<file path="config.mk">
export PLATFORM = sky130hd
export DESIGN_NAME = psram_host
export DESIGN_NICKNAME = d
export VERILOG_FILES = /design/src/design/psram_host_pkg.sv /design/src/design/psram_host.sv
export SDC_FILE = /design/constraint.sdc
export NUM_CORES = 1
export LEC_CHECK = 0
export BUFFER_PORTS_ARGS = -buffer_cell sky130_fd_sc_hd__buf_2
export CORE_MARGIN = 2
export CORE_UTILIZATION = 45
export DETAILED_ROUTE_END_ITERATION = 10
export GPL_ROUTABILITY_DRIVEN = 0
export PLACE_DENSITY = 0.69
export SLEW_MARGIN = 20
export SYNTH_ARGS = -nofsm -noshare
export SYNTH_HDL_FRONTEND = slang
export SYNTH_SLANG_ARGS = --single-unit
</file>
<file path="constraint.sdc">
create_clock -name core_clk_i -period 2.34 [get_ports core_clk_i]
set_input_delay 0.351 -clock core_clk_i [delete_from_list [all_inputs] [get_ports core_clk_i]]
set_output_delay 0.351 -clock core_clk_i [all_outputs]
set_load 0.02 [all_outputs]
</file>
<file path="src/design/psram_host_pkg.sv">
// Package with timing constants and state codes for the pseudo-static RAM host controller
package psram_host_pkg;
   // ------------------------------------------------------------
   // Timing
   // ------------------------------------------------------------
   localparam int CLK_PERIOD_PS   = 5000;
   localparam int T_CYCLE_NS      = 70;      // read and write cycle minimum
   localparam int T_WRITE_END_NS  = 60;      // address, select and lane setup to write end
   localparam int T_DATA_SETUP_NS = 25;
   localparam int T_DESELECT_NS   = 15;
   localparam int T_HIZ_NS        = 25;      // device output turn-off after gate or strobe
   localparam int T_CYCLE_CYC     = (T_CYCLE_NS * 1000 + CLK_PERIOD_PS - 1) / CLK_PERIOD_PS;
   localparam int T_WRITE_END_CYC = (T_WRITE_END_NS * 1000 + CLK_PERIOD_PS - 1) / CLK_PERIOD_PS;
   localparam int T_DATA_SETUP_CYC = (T_DATA_SETUP_NS * 1000 + CLK_PERIOD_PS - 1) / CLK_PERIOD_PS;
   localparam int T_DESELECT_CYC  = (T_DESELECT_NS * 1000 + CLK_PERIOD_PS - 1) / CLK_PERIOD_PS;
   localparam int T_HIZ_CYC       = (T_HIZ_NS * 1000 + CLK_PERIOD_PS - 1) / CLK_PERIOD_PS;
   localparam int CNT_W           = 5;

   // ------------------------------------------------------------
   // States
   // ------------------------------------------------------------
   typedef enum logic [4:0] {
      ST_IDLE   = 5'b00001,
      ST_SETUP  = 5'b00010,
      ST_READ   = 5'b00100,
      ST_WRITE  = 5'b01000,
      ST_RECOV  = 5'b10000
   } state_e;
endpackage

</file>
<file path="src/design/psram_host.sv">
// Host controller driving an asynchronous 1M x 16 pseudo-static RAM through its pins
`timescale 1ns/100ps
`default_nettype none
module psram_host
   import psram_host_pkg::*;
#(
   parameter int ADDR_W = 20,
   parameter int DATA_W = 16
) (
   // Clock and reset
   input  wire logic              core_clk_i,
   input  wire logic              reset_n_i,
   // User request
   input  wire logic              req_valid_i,
   input  wire logic              req_write_i,
   input  wire logic [ADDR_W-1:0] req_addr_i,
   input  wire logic [DATA_W-1:0] req_wdata_i,
   input  wire logic [1:0]        req_lanes_i,
   output logic                   req_ready_o,
   output logic                   rsp_valid_o,
   output logic [DATA_W-1:0]      rsp_rdata_o,
   // Memory pins
   output logic [ADDR_W-1:0]      mem_addr_o,
   output logic                   chip_select_low_n_o,
   output logic                   chip_select_high_o,
   output logic                   write_strobe_n_o,
   output logic                   output_gate_n_o,
   output logic                   upper_lane_enable_n_o,
   output logic                   lower_lane_enable_n_o,
   input  wire logic [DATA_W-1:0] mem_data_i,
   output logic [DATA_W-1:0]      mem_data_o,
   output logic                   mem_data_oe_o
);

   // Only the 20-bit address and 16-bit data pinout is served
   if (ADDR_W != 20 || DATA_W != 16) begin : g_param_check
      $error("psram_host supports only 20-bit address and 16-bit data");
   end

   // ------------------------------------------------------------
   // State
   // ------------------------------------------------------------
   typedef struct packed {
      state_e              st;
      logic [CNT_W-1:0]    cnt;
      logic                wr;
      logic [ADDR_W-1:0]   addr;
      logic [DATA_W-1:0]   wdata;
      logic [1:0]          lanes;
      logic                cs_n;
      logic                cs_h;
      logic                we_n;
      logic                oe_n;
      logic                ub_n;
      logic                lb_n;
      logic                doe;
      logic                ready;
      logic                rvalid;
      logic [DATA_W-1:0]   rdata;
   } ctl_s;

   localparam logic [CNT_W-1:0] CYC_CYCLE  = CNT_W'(T_CYCLE_CYC);
   localparam logic [CNT_W-1:0] CYC_WEND   = CNT_W'(T_WRITE_END_CYC);
   localparam logic [CNT_W-1:0] CYC_DSETUP = CNT_W'(T_DATA_SETUP_CYC);
   localparam logic [CNT_W-1:0] CYC_DESEL  = CNT_W'(T_DESELECT_CYC);
   localparam logic [CNT_W-1:0] CYC_HIZ    = CNT_W'(T_HIZ_CYC);
   localparam logic [CNT_W-1:0] CNT_ONE    = CNT_W'(1);

   ctl_s ctl_reg;
   ctl_s ctl_next;

   always_comb begin
      ctl_next = ctl_reg;
      ctl_next.rvalid = 1'b0;
      case (ctl_reg.st)
         ST_IDLE: begin
            // Fully deselected, lanes high: standby between accesses
            if (req_valid_i && ctl_reg.ready) begin
               ctl_next.ready = 1'b0;
               ctl_next.wr    = req_write_i;
               ctl_next.addr  = req_addr_i;
               ctl_next.wdata = req_wdata_i;
               ctl_next.lanes = req_lanes_i;
               ctl_next.st    = ST_SETUP;
            end
         end
         ST_SETUP: begin
            // Address settled one cycle before select goes active
            ctl_next.cs_n = 1'b0;
            ctl_next.cs_h = 1'b1;
            // Lanes go active with select, 14 cycles ahead of write end
            ctl_next.ub_n = ~ctl_reg.lanes[1];
            ctl_next.lb_n = ~ctl_reg.lanes[0];
            ctl_next.cnt  = CNT_ONE;
            if (ctl_reg.wr) begin
               ctl_next.oe_n = 1'b1;
               ctl_next.st   = ST_WRITE;
            end else begin
               ctl_next.oe_n = 1'b0;
               ctl_next.st   = ST_READ;
            end
         end
         ST_READ: begin
            // Full-length read keeps the refresh window satisfied
            ctl_next.cnt = ctl_reg.cnt + CNT_ONE;
            if (ctl_reg.cnt >= CYC_CYCLE) begin
               ctl_next.rdata  = mem_data_i;
               ctl_next.rvalid = 1'b1;
               ctl_next.cs_n   = 1'b1;
               ctl_next.cs_h   = 1'b0;
               ctl_next.oe_n   = 1'b1;
               ctl_next.ub_n   = 1'b1;
               ctl_next.lb_n   = 1'b1;
               ctl_next.cnt    = CNT_ONE;
               ctl_next.st     = ST_RECOV;
            end
         end
         ST_WRITE: begin
            ctl_next.cnt = ctl_reg.cnt + CNT_ONE;
            // Bus released until device output has surely turned off
            if (ctl_reg.cnt == CYC_HIZ) begin
               ctl_next.we_n = 1'b0;
            end
            if (ctl_reg.cnt == CYC_HIZ + CNT_ONE) begin
               ctl_next.doe = 1'b1;
            end
            // End write by dropping strobe, select and lanes together
            if (ctl_reg.cnt >= CYC_HIZ + CYC_DSETUP + CNT_ONE && ctl_reg.cnt >= CYC_CYCLE) begin
               ctl_next.we_n = 1'b1;
               ctl_next.cs_n = 1'b1;
               ctl_next.cs_h = 1'b0;
               ctl_next.ub_n = 1'b1;
               ctl_next.lb_n = 1'b1;
               ctl_next.cnt  = CNT_ONE;
               ctl_next.st   = ST_RECOV;
            end
         end
         ST_RECOV: begin
            // Data driver released a cycle after write end
            ctl_next.doe = 1'b0;
            ctl_next.cnt = ctl_reg.cnt + CNT_ONE;
            // Deselect gap before the next access
            if (ctl_reg.cnt >= CYC_DESEL) begin
               ctl_next.ready = 1'b1;
               ctl_next.st    = ST_IDLE;
            end
         end
         default: begin
            ctl_next.st = ST_IDLE;
         end
      endcase
   end

   always_ff @(posedge core_clk_i or negedge reset_n_i) begin
      if (!reset_n_i) begin
         ctl_reg       <= '0;
         ctl_reg.st    <= ST_IDLE;
         ctl_reg.cs_n  <= 1'b1;
         ctl_reg.we_n  <= 1'b1;
         ctl_reg.oe_n  <= 1'b1;
         ctl_reg.ub_n  <= 1'b1;
         ctl_reg.lb_n  <= 1'b1;
         ctl_reg.ready <= 1'b1;
      end else begin
         ctl_reg <= ctl_next;
      end
   end

   // ------------------------------------------------------------
   // Outputs
   // ------------------------------------------------------------
   assign req_ready_o           = ctl_reg.ready;
   assign rsp_valid_o           = ctl_reg.rvalid;
   assign rsp_rdata_o           = ctl_reg.rdata;
   assign mem_addr_o            = ctl_reg.addr;
   assign chip_select_low_n_o   = ctl_reg.cs_n;
   assign chip_select_high_o    = ctl_reg.cs_h;
   assign write_strobe_n_o      = ctl_reg.we_n;
   assign output_gate_n_o       = ctl_reg.oe_n;
   assign upper_lane_enable_n_o = ctl_reg.ub_n;
   assign lower_lane_enable_n_o = ctl_reg.lb_n;
   assign mem_data_o            = ctl_reg.wdata;
   assign mem_data_oe_o         = ctl_reg.doe;

   // ------------------------------------------------------------
   // Checks
   // ------------------------------------------------------------
   wire sel_act = !ctl_reg.cs_n && ctl_reg.cs_h;
   wire wr_act  = sel_act && !ctl_reg.we_n && !(ctl_reg.ub_n && ctl_reg.lb_n);
endmodule
`default_nettype wire

</file>
==> summary.md, run 1 <==
| Metric | Value |
|---|---|
| Die extent in x | 92.60 um |
| Worst slew pin tran | 0.5620 ns |
| Clock share of power | 0.459 |
| DRT iter0 DRCs | 51 |
| R2R setup slack | 0.21 ns |
| Critical Path Stages | 6 |
| Power Internal | 2.124 mW |
| Pre-Repair DR Iteration Count | 5 |
| Post-synth top flop | dfrtp_1 |
| Final total power | 2.634 mW |
| Initial antenna violation count | 0 |
| Worst R2R End | rsp_rdata_o[5] |
| Max Buffers Root-to-Sink | 2 |
| Via density | 4.876 |
| R2R Path Start | ctl_reg[64] |
| Largest stage delay, worst path | 0.43 ns |
| Mapped cell area | 3532 um2 |
| Rows | 32 |
| Diode count | 0 |
| Critical Path AT | 2.34 ns |
| Drt total wl | 6063 um |
| Avg WL per Cell | 13.18 um |
| Worst reg2reg path depth | 6 |
| Flop pwr share | 0.494 |
| Total of max-cap violations | 0 |
| First-pass GRT wire length | 10120 um |
| Synthesized area per cell | 12.53 um2 |
| Worst Hold Class | in -> reg |
| Ys async rst share | 1.000 |
| Combinational share of power | 0.047 |
| Via count | 2243 |
| CP delay by family, top | simple AND/OR/NAND/NOR gates |
| Clock Latency Late Sink | 0.33 ns |
| CTS resizes | 0 |
| Initial core utilization | 0.4619 |
| Ratio of cells with drive above 1 in the final layout | 0.5726 |
| Number of port buffers | 118 |
| Commonest non-fill, non-tap cell in the layout | buf_2 |
| Core Area | 7647 um2 |
| CTS tree | done |
| Largest net degree at the start of global routing | 40 |
| Tmin final | 2.130 ns |
| Syn Nets | 343 |
| NetSw | 0.5097 mW |
| Antenna viol nets, final | 0 |
| Setup Buffers After CTS | 0 |
| # DRC | 0 |
| Largest area contributor in the netlist | dfrtp_1 |
| Post-Syn Instances | 282 |
| CP max FO | 18 |
| IO Count | 119 |
| Commonest cells after routing, fill and taps aside | 117 x buf_2, 67 x dfrtp_1, 47 x mux2_2 |
| Status | complete, no violations |
| Die height | 92.60 um |
| Dominant cells by area after synthesis | dfrtp_1 47%, mux2_2 15%, buf_4 11% |
| WS Path Type | reg -> reg |
| Global router's overall resource usage | 0.1471 |
| Final Cycle Share | 0.9102 |
| CP Capture Type | flop |
| Cell variety after synth | 49 |
| Clock Skew | 0.009755 ns |
| Largest register FFs | 20 |
| Area growth syn-to-layout | 16.40% |
| CTS root buf | clkbuf_8 |
| # nets final | 414 |
| Synth warn | 0 |
| Hold Fails Final Rpt | 0 |
| Worst setup path end | rsp_rdata_o[5] |
| Fmax | 0.4695 GHz |
| Leak | 2.259 nW |
| Max transition margin | 0.6222 |
| Clk slew on worst S/H paths | 0.07 ns |
| Critical path cell sequence | inv_1 -> ha_1 -> o211a_1 -> or2_0 -> nand2_4 -> mux2_2 |
| Setup crit start | ctl_reg[64] |
| Inserted Clock Buffers | 9 |
| Grt ovf | 0 |
| Setup TNS | 0 ns |
| Register area share after synthesis | 0.5267 |
| RSZ-0062 raised after global routing | false |
| Hpwl dp | 4430 um |
| Synth top area share | 0.4747 |
| Pwr dens | 640.6 nW/um2 |
| Slowest library cell on the worst path | dfrtp_1 |
| Worst setup SP type | flop |
| Crit path buffers/inverters | 1 |
| DIE AREA | 8574 um2 |
| Final Setup Violations | 0 |
| CTS Sinks | 74 |
| Fin. max-slew vios | 0 |
| Vias in the first global route | 2301 |
| Switching Share | 0.1935 |
| Seq cells post-synth | 74 |
| H-tree Lvls | 3 |
| Req. time, crit path | 2.55 ns |
| Peak supply drop | 383.6 uV |
| EDFF count, synth | 0 |
| Post-layout util | 0.5376 |
| Hold Buf Count CTS | 1 |
-- how the worst min path moves through the flow --
stage               startpoint                 end  slack (ns)  depth (start not counted)
3_5_place_dp         reset_n_i       mem_data_o[3]        0.34                          1
3_3_place_gp         reset_n_i       mem_data_o[4]        0.34                          1
6_report        mem_data_i[15]     rsp_rdata_o[15]        0.25                          2
2_1_floorplan        reset_n_i  chip_select_high_o        0.06                          0
5_1_grt         req_wdata_i[3]       mem_data_o[3]        0.23                          2
4_1_cts        req_wdata_i[15]      mem_data_o[15]        0.23                          2
-- cell families after synthesis --
family / count (synthesis) / synth area share
AOI/OAI and AO/OA: 28 / 0.05456
xor gates and xnor gates: 2 / 0.004960
adders and majority gates: 3 / 0.01063
buffers and inverters: 70 / 0.1364
DFF: 74 / 0.5267
muxes: 55 / 0.1838
and+or+nand+nor: 50 / 0.08290
-- synthesized netlist by cell type (3+ instances only) --
cell type,number
dfrtp_1,67
buf_4,52
mux2_2,47
nor2_1,12
nand3_1,10
mux2_4,8
nand2_1,8
buf_2,7
dfstp_2,7
inv_1,7
o21ai_0,6
a21oi_1,5
a22o_1,3
ha_1,3
-- area by class of cell --
class	count	area (um2)
multi-input combinational	138	1197
inverter	7	26.28
timing repair buffer	123	645.6
fill	668	3536
sequential	74	1861
clock buffer	12	155.1
tap	102	127.6
clock inverter	4	98.84
-- power groups by stage --
stage	registers, mW	logic (mW)	clock network [mW]
final	1.30	0.125	1.21
after global routing	1.30	0.138	1.30
after CTS	1.30	0.129	1.24
after detailed placement	1.32	0.128	0
after global placement	1.32	0.124	0
after floorplan	1.32	0.0568	0
-- layer usage --
layer  global-route usage  wire length (um)
met5                    0                 0
met1               0.1859              2732
met4              0.05348               108
met2               0.2464              2693
met3              0.03499               529
-- metrics by stage --
| stage | cell area [um2] | worst slack (ns) | std cells | hold WS (ns) |
|---|---|---|---|---|
| floorplan | 3532 | 0.4228 | 282 | 0.05541 |
| global placement | 3847 | 0.3183 | 443 | 0.3375 |
| detailed placement | 3847 | 0.2424 | 443 | 0.3400 |
| CTS | 4111 | 0.2090 | 460 | 0.2273 |
| global route | 4111 | 0.04270 | 460 | 0.2324 |
| finish | 4111 | 0.2100 | 460 | 0.2453 |
Note: power is estimated with default switching activity, not from simulation.
==> run 2: changes to the inputs <==
CORE_UTILIZATION = 50   (was 45)
PLACE_DENSITY = 0.75   (was 0.69)
REMOVE_ABC_BUFFERS = 1   (was unset)
==> run 2 against run 1 <==
  * First-iteration DRC count up 88%
  * Sequential power about the same
  * Critical path depth unchanged
  * Utilization up 6.0 points
  * Worst setup slack better by 0.043 ns
  * Total power down 1.2%
  * Sequential cell count unchanged
  * Register-to-register slack better by 0.04 ns
  * Final cell count down 1.7%
  * Critical endpoint is now rsp_rdata_o[7]
  * Clock skew up 0.0071 ns
  * Clock power about the same
==> summary.md, run 2 (synthesis results as in run 1) <==
| Metric | Value |
|---|---|
| Status | complete, no violations |
| RSZ-0062 raised after global routing | false |
| Worst reg2reg path depth | 6 |
| Diode count | 0 |
| Commonest non-fill, non-tap cell in the layout | buf_2 |
| Ratio of cells with drive above 1 in the final layout | 0.5730 |
| # nets final | 412 |
| Global router's overall resource usage | 0.1817 |
| Clock share of power | 0.453 |
| Final Cycle Share | 0.8920 |
| Number of port buffers | 118 |
| Avg WL per Cell | 14.33 um |
| Die height | 88.05 um |
| Worst R2R End | rsp_rdata_o[7] |
| Finished Cell Area | 4083 um2 |
| CTS root buf | clkbuf_8 |
| Initial core utilization | 0.5170 |
| DRT iter0 DRCs | 96 |
| Hpwl dp | 4618 um |
| Vias in the first global route | 2439 |
| Largest net degree at the start of global routing | 75 |
| Max transition margin | 0.6260 |
| Setup TNS | 0 ns |
| NetSw | 0.5377 mW |
| Critical Path AT | 2.31 ns |
| Pwr dens | 637.7 nW/um2 |
| Clk slew on worst S/H paths | 0.08 ns |
| Power Internal | 2.066 mW |
| Slowest library cell on the worst path | dfrtp_1 |
| CP Capture Type | flop |
| Hold Slack | 0.03007 ns |
| Antenna viol nets, final | 0 |
| Hold Buf Count CTS | 0 |
| DIE AREA | 7753 um2 |
| Combinational share of power | 0.048 |
| Grt ovf | 0 |
| H-tree Lvls | 3 |
| Flop pwr share | 0.499 |
| Largest stage delay, worst path | 0.43 ns |
| Fmax | 0.4791 GHz |
| Rows | 30 |
| Largest register FFs | 20 |
| Die extent in x | 88.05 um |
| Setup Buffers After CTS | 0 |
| Worst setup SP type | flop |
| Clock Latency Late Sink | 0.34 ns |
| Total of max-cap violations | 0 |
| Peak supply drop | 371.6 uV |
| Core Area | 6832 um2 |
| Fin. max-slew vios | 0 |
| Drt total wl | 6478 um |
| First-pass GRT wire length | 10810 um |
| CP max FO | 18 |
| CTS tree | done |
| Initial antenna violation count | 0 |
| Worst Hold Class | in -> async |
| Via count | 2278 |
| Critical path cell sequence | inv_1 -> ha_1 -> o211a_1 -> or2_0 -> nand2_4 -> mux2_2 |
| Hold Fails Final Rpt | 0 |
| Pre-Repair DR Iteration Count | 4 |
| Max Buffers Root-to-Sink | 2 |
| # DRC | 0 |
| Inserted Clock Buffers | 9 |
| Final Setup Violations | 0 |
| Via density | 5.040 |
| Area growth syn-to-layout | 15.59% |
| CTS Sinks | 74 |
| R2R Path Start | ctl_reg[64] |
| Leak | 2.246 nW |
| Req. time, crit path | 2.57 ns |
| Clock Skew | 0.01682 ns |
| Switching Share | 0.2065 |
| DP Area | 3842 um2 |
| R2R setup slack | 0.25 ns |
| Worst slew pin tran | 0.5564 ns |
| Tmin final | 2.087 ns |
| WS Path Type | reg -> reg |
| IO Count | 119 |
| Commonest cells after routing, fill and taps aside | 118 x buf_2, 67 x dfrtp_1, 47 x mux2_2 |
| CTS resizes | 0 |
[run 2: cell count changes in the layout (fill, tap and decap cells not counted), sizes merged]
cell         previous run  this run
buf                   122       121
dlygate4sd3             1         0
inv                     7         8
clkbuf                 12        10
clkinv                  1         2
[run 2: power by group through the flow]
stage	clock network [mW]	logic (mW)	registers, mW
final	1.18	0.124	1.30
after global routing	1.28	0.138	1.30
after CTS	1.22	0.128	1.30
after detailed placement	0	0.127	1.32
after global placement	0	0.123	1.32
after floorplan	0	0.0172	1.34
[run 2: how the worst max path moves through the flow]
stage / end / start / cells after the start
after global placement: rsp_rdata_o[2] / ctl_reg[64] / 6
after CTS: rsp_rdata_o[7] / ctl_reg[64] / 6
after global routing: ctl_reg[71] / ctl_reg[64] / 6
after detailed placement: rsp_rdata_o[7] / ctl_reg[64] / 6
final: rsp_rdata_o[7] / ctl_reg[64] / 6
after floorplan: ctl_reg[25] / ctl_reg[72] / 4
[run 2: stage by stage]
stage	utilization	setup WS, ns	cells	power [mW]
after global placement	0.5625	0.3213	436	1.447
after CTS	0.5976	0.2240	452	2.643
after detailed placement	0.5625	0.2300	436	1.451
after floorplan	-	-0.6385	219	1.359
final	0.5976	0.2527	452	2.603
after global routing	0.5976	0.08281	452	2.716
[run 2: critical path: cells and delay by family (launching register included)]
| kind | cells | cell delay (ns) |
|---|---|---|
| AO/OA/AOI/OAI | 1 | 0.25 |
| adder cells (fa/ha/maj) | 1 | 0.22 |
| multiplexers | 1 | 0.37 |
| AND/OR/NAND/NOR | 2 | 0.61 |
| flip-flops | 1 | 0.43 |
| buffers and inverters | 1 | 0.09 |
[run 2: cell type report]
cell class	instances	area [um2]
fill	574	2749
sequential	74	1861
multi-input combinational	138	1197
timing repair buffer	121	638.1
clock buffer	10	127.6
tap	96	120.1
clock inverter	6	112.6
inverter	7	26.28
[run 2: layer usage]
layer	GRT usage	wire length, um	vias to the layer above
met5	0	0	-
met3	0.08294	614	7
met2	0.2934	3132	94
met4	0.06749	69	0
li1	-	-	1062
met1	0.2144	2662	1115
==> run 3: changes to the inputs <==
ABC_AREA = 1   (was unset)
CORE_UTILIZATION = 51   (was 50)
PLACE_DENSITY = 0.77   (was 0.75)
==> run 3 against run 2 <==
  * Synthesized cell count is 54% higher
  * Via count increased by 23%
  * Hold slack gained 0.099 ns
  * Sequential cell count did not move
  * Synthesized area increased by 1.8%
  * Die area is 0.18% lower
  * Sequential share of layout area up 0.20 points
  * Sequential power about the same
  * Clock skew decreased by 0.011 ns
==> summary.md, run 3 <==
| Metric | Value |
|---|---|
| Largest stage delay, worst path | 0.46 ns |
| Largest register FFs | 20 |
| Worst setup margin | 0.6673 ns |
| Fin. max-slew vios | 0 |
| Non-Filler Instances | 605 |
| IO Count | 119 |
| Grt ovf | 0 |
| Final Setup Violations | 0 |
| Dominant cells by area after synthesis | dfrtp_1 47%, nand2_1 22%, buf_4 11% |
| CP max FO | 19 |
| Seq cells post-synth | 74 |
| Worst slew pin tran | 0.9230 ns |
| Finished Cell Area | 4065 um2 |
| # DRC | 0 |
| CTS tree | done |
| Core Area | 6794 um2 |
| WS Path Type | reg -> reg |
| Tmin final | 1.673 ns |
| Req. time, crit path | 2.57 ns |
| Synth warn | 0 |
| Ys async rst share | 1.000 |
| Leak | 2.374 nW |
| Most frequent CP cell | nand2_1 |
| Via count | 2803 |
| DIE AREA | 7739 um2 |
| Pre-Repair DR Iteration Count | 5 |
| Drt total wl | 7302 um |
| DP Area | 3886 um2 |
| CTS Sinks | 74 |
| Inserted Clock Buffers | 9 |
| Largest area contributor in the netlist | dfrtp_1 |
| Avg WL per Cell | 12.07 um |
| Fmax | 0.5978 GHz |
| Vias in the first global route | 2624 |
| Area growth syn-to-layout | 13.05% |
| Most frequent cell after synthesis | nand2_1 |
| Slowest library cell on the worst path | dfrtp_1 |
| Post-Syn Instances | 435 |
| Initial core utilization | 0.5293 |
| Number of port buffers | 118 |
| DRT iter0 DRCs | 195 |
| Critical path cell sequence | inv_1 -> ha_1 -> inv_1 -> nand2_1 -> nand2_1 -> nand2_4 -> nand2_4 -> clkinv_4 -> nand2_1 -> nand2_1 |
| CP delay by family, top | simple AND/OR/NAND/NOR gates |
| Cell variety after synth | 28 |
| Final total power | 2.243 mW |
| Hold Buf Count CTS | 0 |
| First-pass GRT wire length | 12010 um |
| Total of max-cap violations | 0 |
| Initial antenna violation count | 0 |
| Ratio of cells with drive above 1 in the final layout | 0.3143 |
| Setup TNS | 0 ns |
| Mapped cell area | 3596 um2 |
| Synth top area share | 0.4662 |
| Post-synth top flop | dfrtp_1 |
| Die extent in x | 87.97 um |
| Setup Buffers After CTS | 0 |
| Critical Path AT | 1.90 ns |
| Synthesized area per cell | 8.267 um2 |
| Diode count | 0 |
| Max Buffers Root-to-Sink | 2 |
| Pre-CTS setup slack | 0.6612 ns |
| Pwr dens | 551.8 nW/um2 |
| Peak supply drop | 296.5 uV |
| CP Capture Type | flop |
| Global router's overall resource usage | 0.2010 |
| EDFF count, synth | 0 |
| CTS resizes | 0 |
| Final Cycle Share | 0.7148 |
| Worst setup SP type | flop |
| Hold Fails Final Rpt | 0 |
| Antenna viol nets, final | 0 |
| Post-synth top cells | 209 x nand2_1, 67 x dfrtp_1, 52 x buf_4, 23 x nor2_1, 17 x inv_1 |
| Commonest non-fill, non-tap cell in the layout | nand2_1 |
| Max transition margin | 0.3846 |
| Largest net degree at the start of global routing | 75 |
| CTS root buf | clkbuf_8 |
| Rows | 30 |
| # nets final | 565 |
| H-tree Lvls | 3 |
| Die height | 87.97 um |
| Status | complete, no violations |
| Clk slew on worst S/H paths | 0.08 ns |
| RSZ-0062 raised after global routing | false |
| Hpwl dp | 5213 um |
| Clock Skew | 0.005562 ns |
| Worst Hold Class | in -> async |
| Placed insts | 589 |
| Commonest cells after routing, fill and taps aside | 209 x nand2_1, 117 x buf_2, 67 x dfrtp_1 |
| Crit path buffers/inverters | 3 |
| Clock Latency Late Sink | 0.34 ns |
| Register area share after synthesis | 0.5174 |
| Via density | 4.633 |
-- run 3: cell count changes in the layout (fill, tap and decap cells not counted), sizes merged, moves of 5 or more --
cell   previous run  this run
inv               8        22
mux2             55         0
nand2             9       212
nand3            10        15
nor2             12        29
-- run 3: final cells by class --
cell class	count	area (um2)
Inverter	21	83.83
Timing Repair Buffer	120	620.6
Multi-Input combinational cell	278	1201
Tap cell	96	120.1
Clock buffer	11	141.4
Fill cell	588	2729
Sequential cell	74	1861
Clock inverter	5	37.54
-- run 3: worst register-to-register path, cell delays in order, from the launching register on --
cell and delay [ns]:
dfrtp_1 0.46, inv_1 0.07, ha_1 0.23, inv_1 0.06, nand2_1 0.04, nand2_1 0.10, nand2_4 0.08, nand2_4 0.20
clkinv_4 0.19, nand2_1 0.10, nand2_1 0.05
-- run 3: worst paths after layout --
check	slack, ns	end	from	cells past startpoint
setup / recovery	0.67	rsp_rdata_o[3]	ctl_reg[64]	10
hold / removal	0.13	mem_addr_o[13]	reset_n_i	1
setup reg to reg	0.67	rsp_rdata_o[3]	ctl_reg[64]	10
hold reg to reg	0.46	upper_lane_enable_n_o	upper_lane_enable_n_o	2
max in group asynchronous	1.60	ctl_reg[70]	reset_n_i	1
min in group core_clk_i	0.20	mem_addr_o[14]	req_addr_i[14]	3
-- run 3: per-layer routing --
layer,GRT usage,part of all wire,vias to the layer above
li1,-,-,1416
met1,0.2625,0.44,1280
met2,0.3175,0.47,99
met3,0.05467,0.075,8
met4,0.08531,0.012,0
met5,0,0,-
-- run 3: per-stage QoR --
| step | hold WS, ns | util |
|---|---|---|
| detailed placement | 0.4541 | 0.5720 |
| CTS | 0.1737 | 0.5983 |
| floorplan | 0.05541 | - |
| global placement | 0.4491 | 0.5720 |
| global route | 0.1963 | 0.5983 |
| finish | 0.1288 | 0.5983 |
-- run 3: logic make-up (layout without fill, tap and decap cells) --
| family | count (synthesis) | count (layout) | synth area share |
|---|---|---|---|
| flops | 74 | 74 | 0.5174 |
| simple gates | 264 | 264 | 0.3051 |
| xor+xnor | 1 | 1 | 0.002436 |
| fa+ha+maj | 3 | 3 | 0.01044 |
| compound gates | 10 | 10 | 0.01601 |
| buf+inv | 83 | 157 | 0.1486 |
-- run 3: power breakdown --
group          internal, mW  switching, mW  total, mW  leakage, nW
sequential             1.28              0       1.28        0.920
combinational        0.0330         0.0366     0.0696         1.37
clock                 0.420          0.475      0.895       0.0863
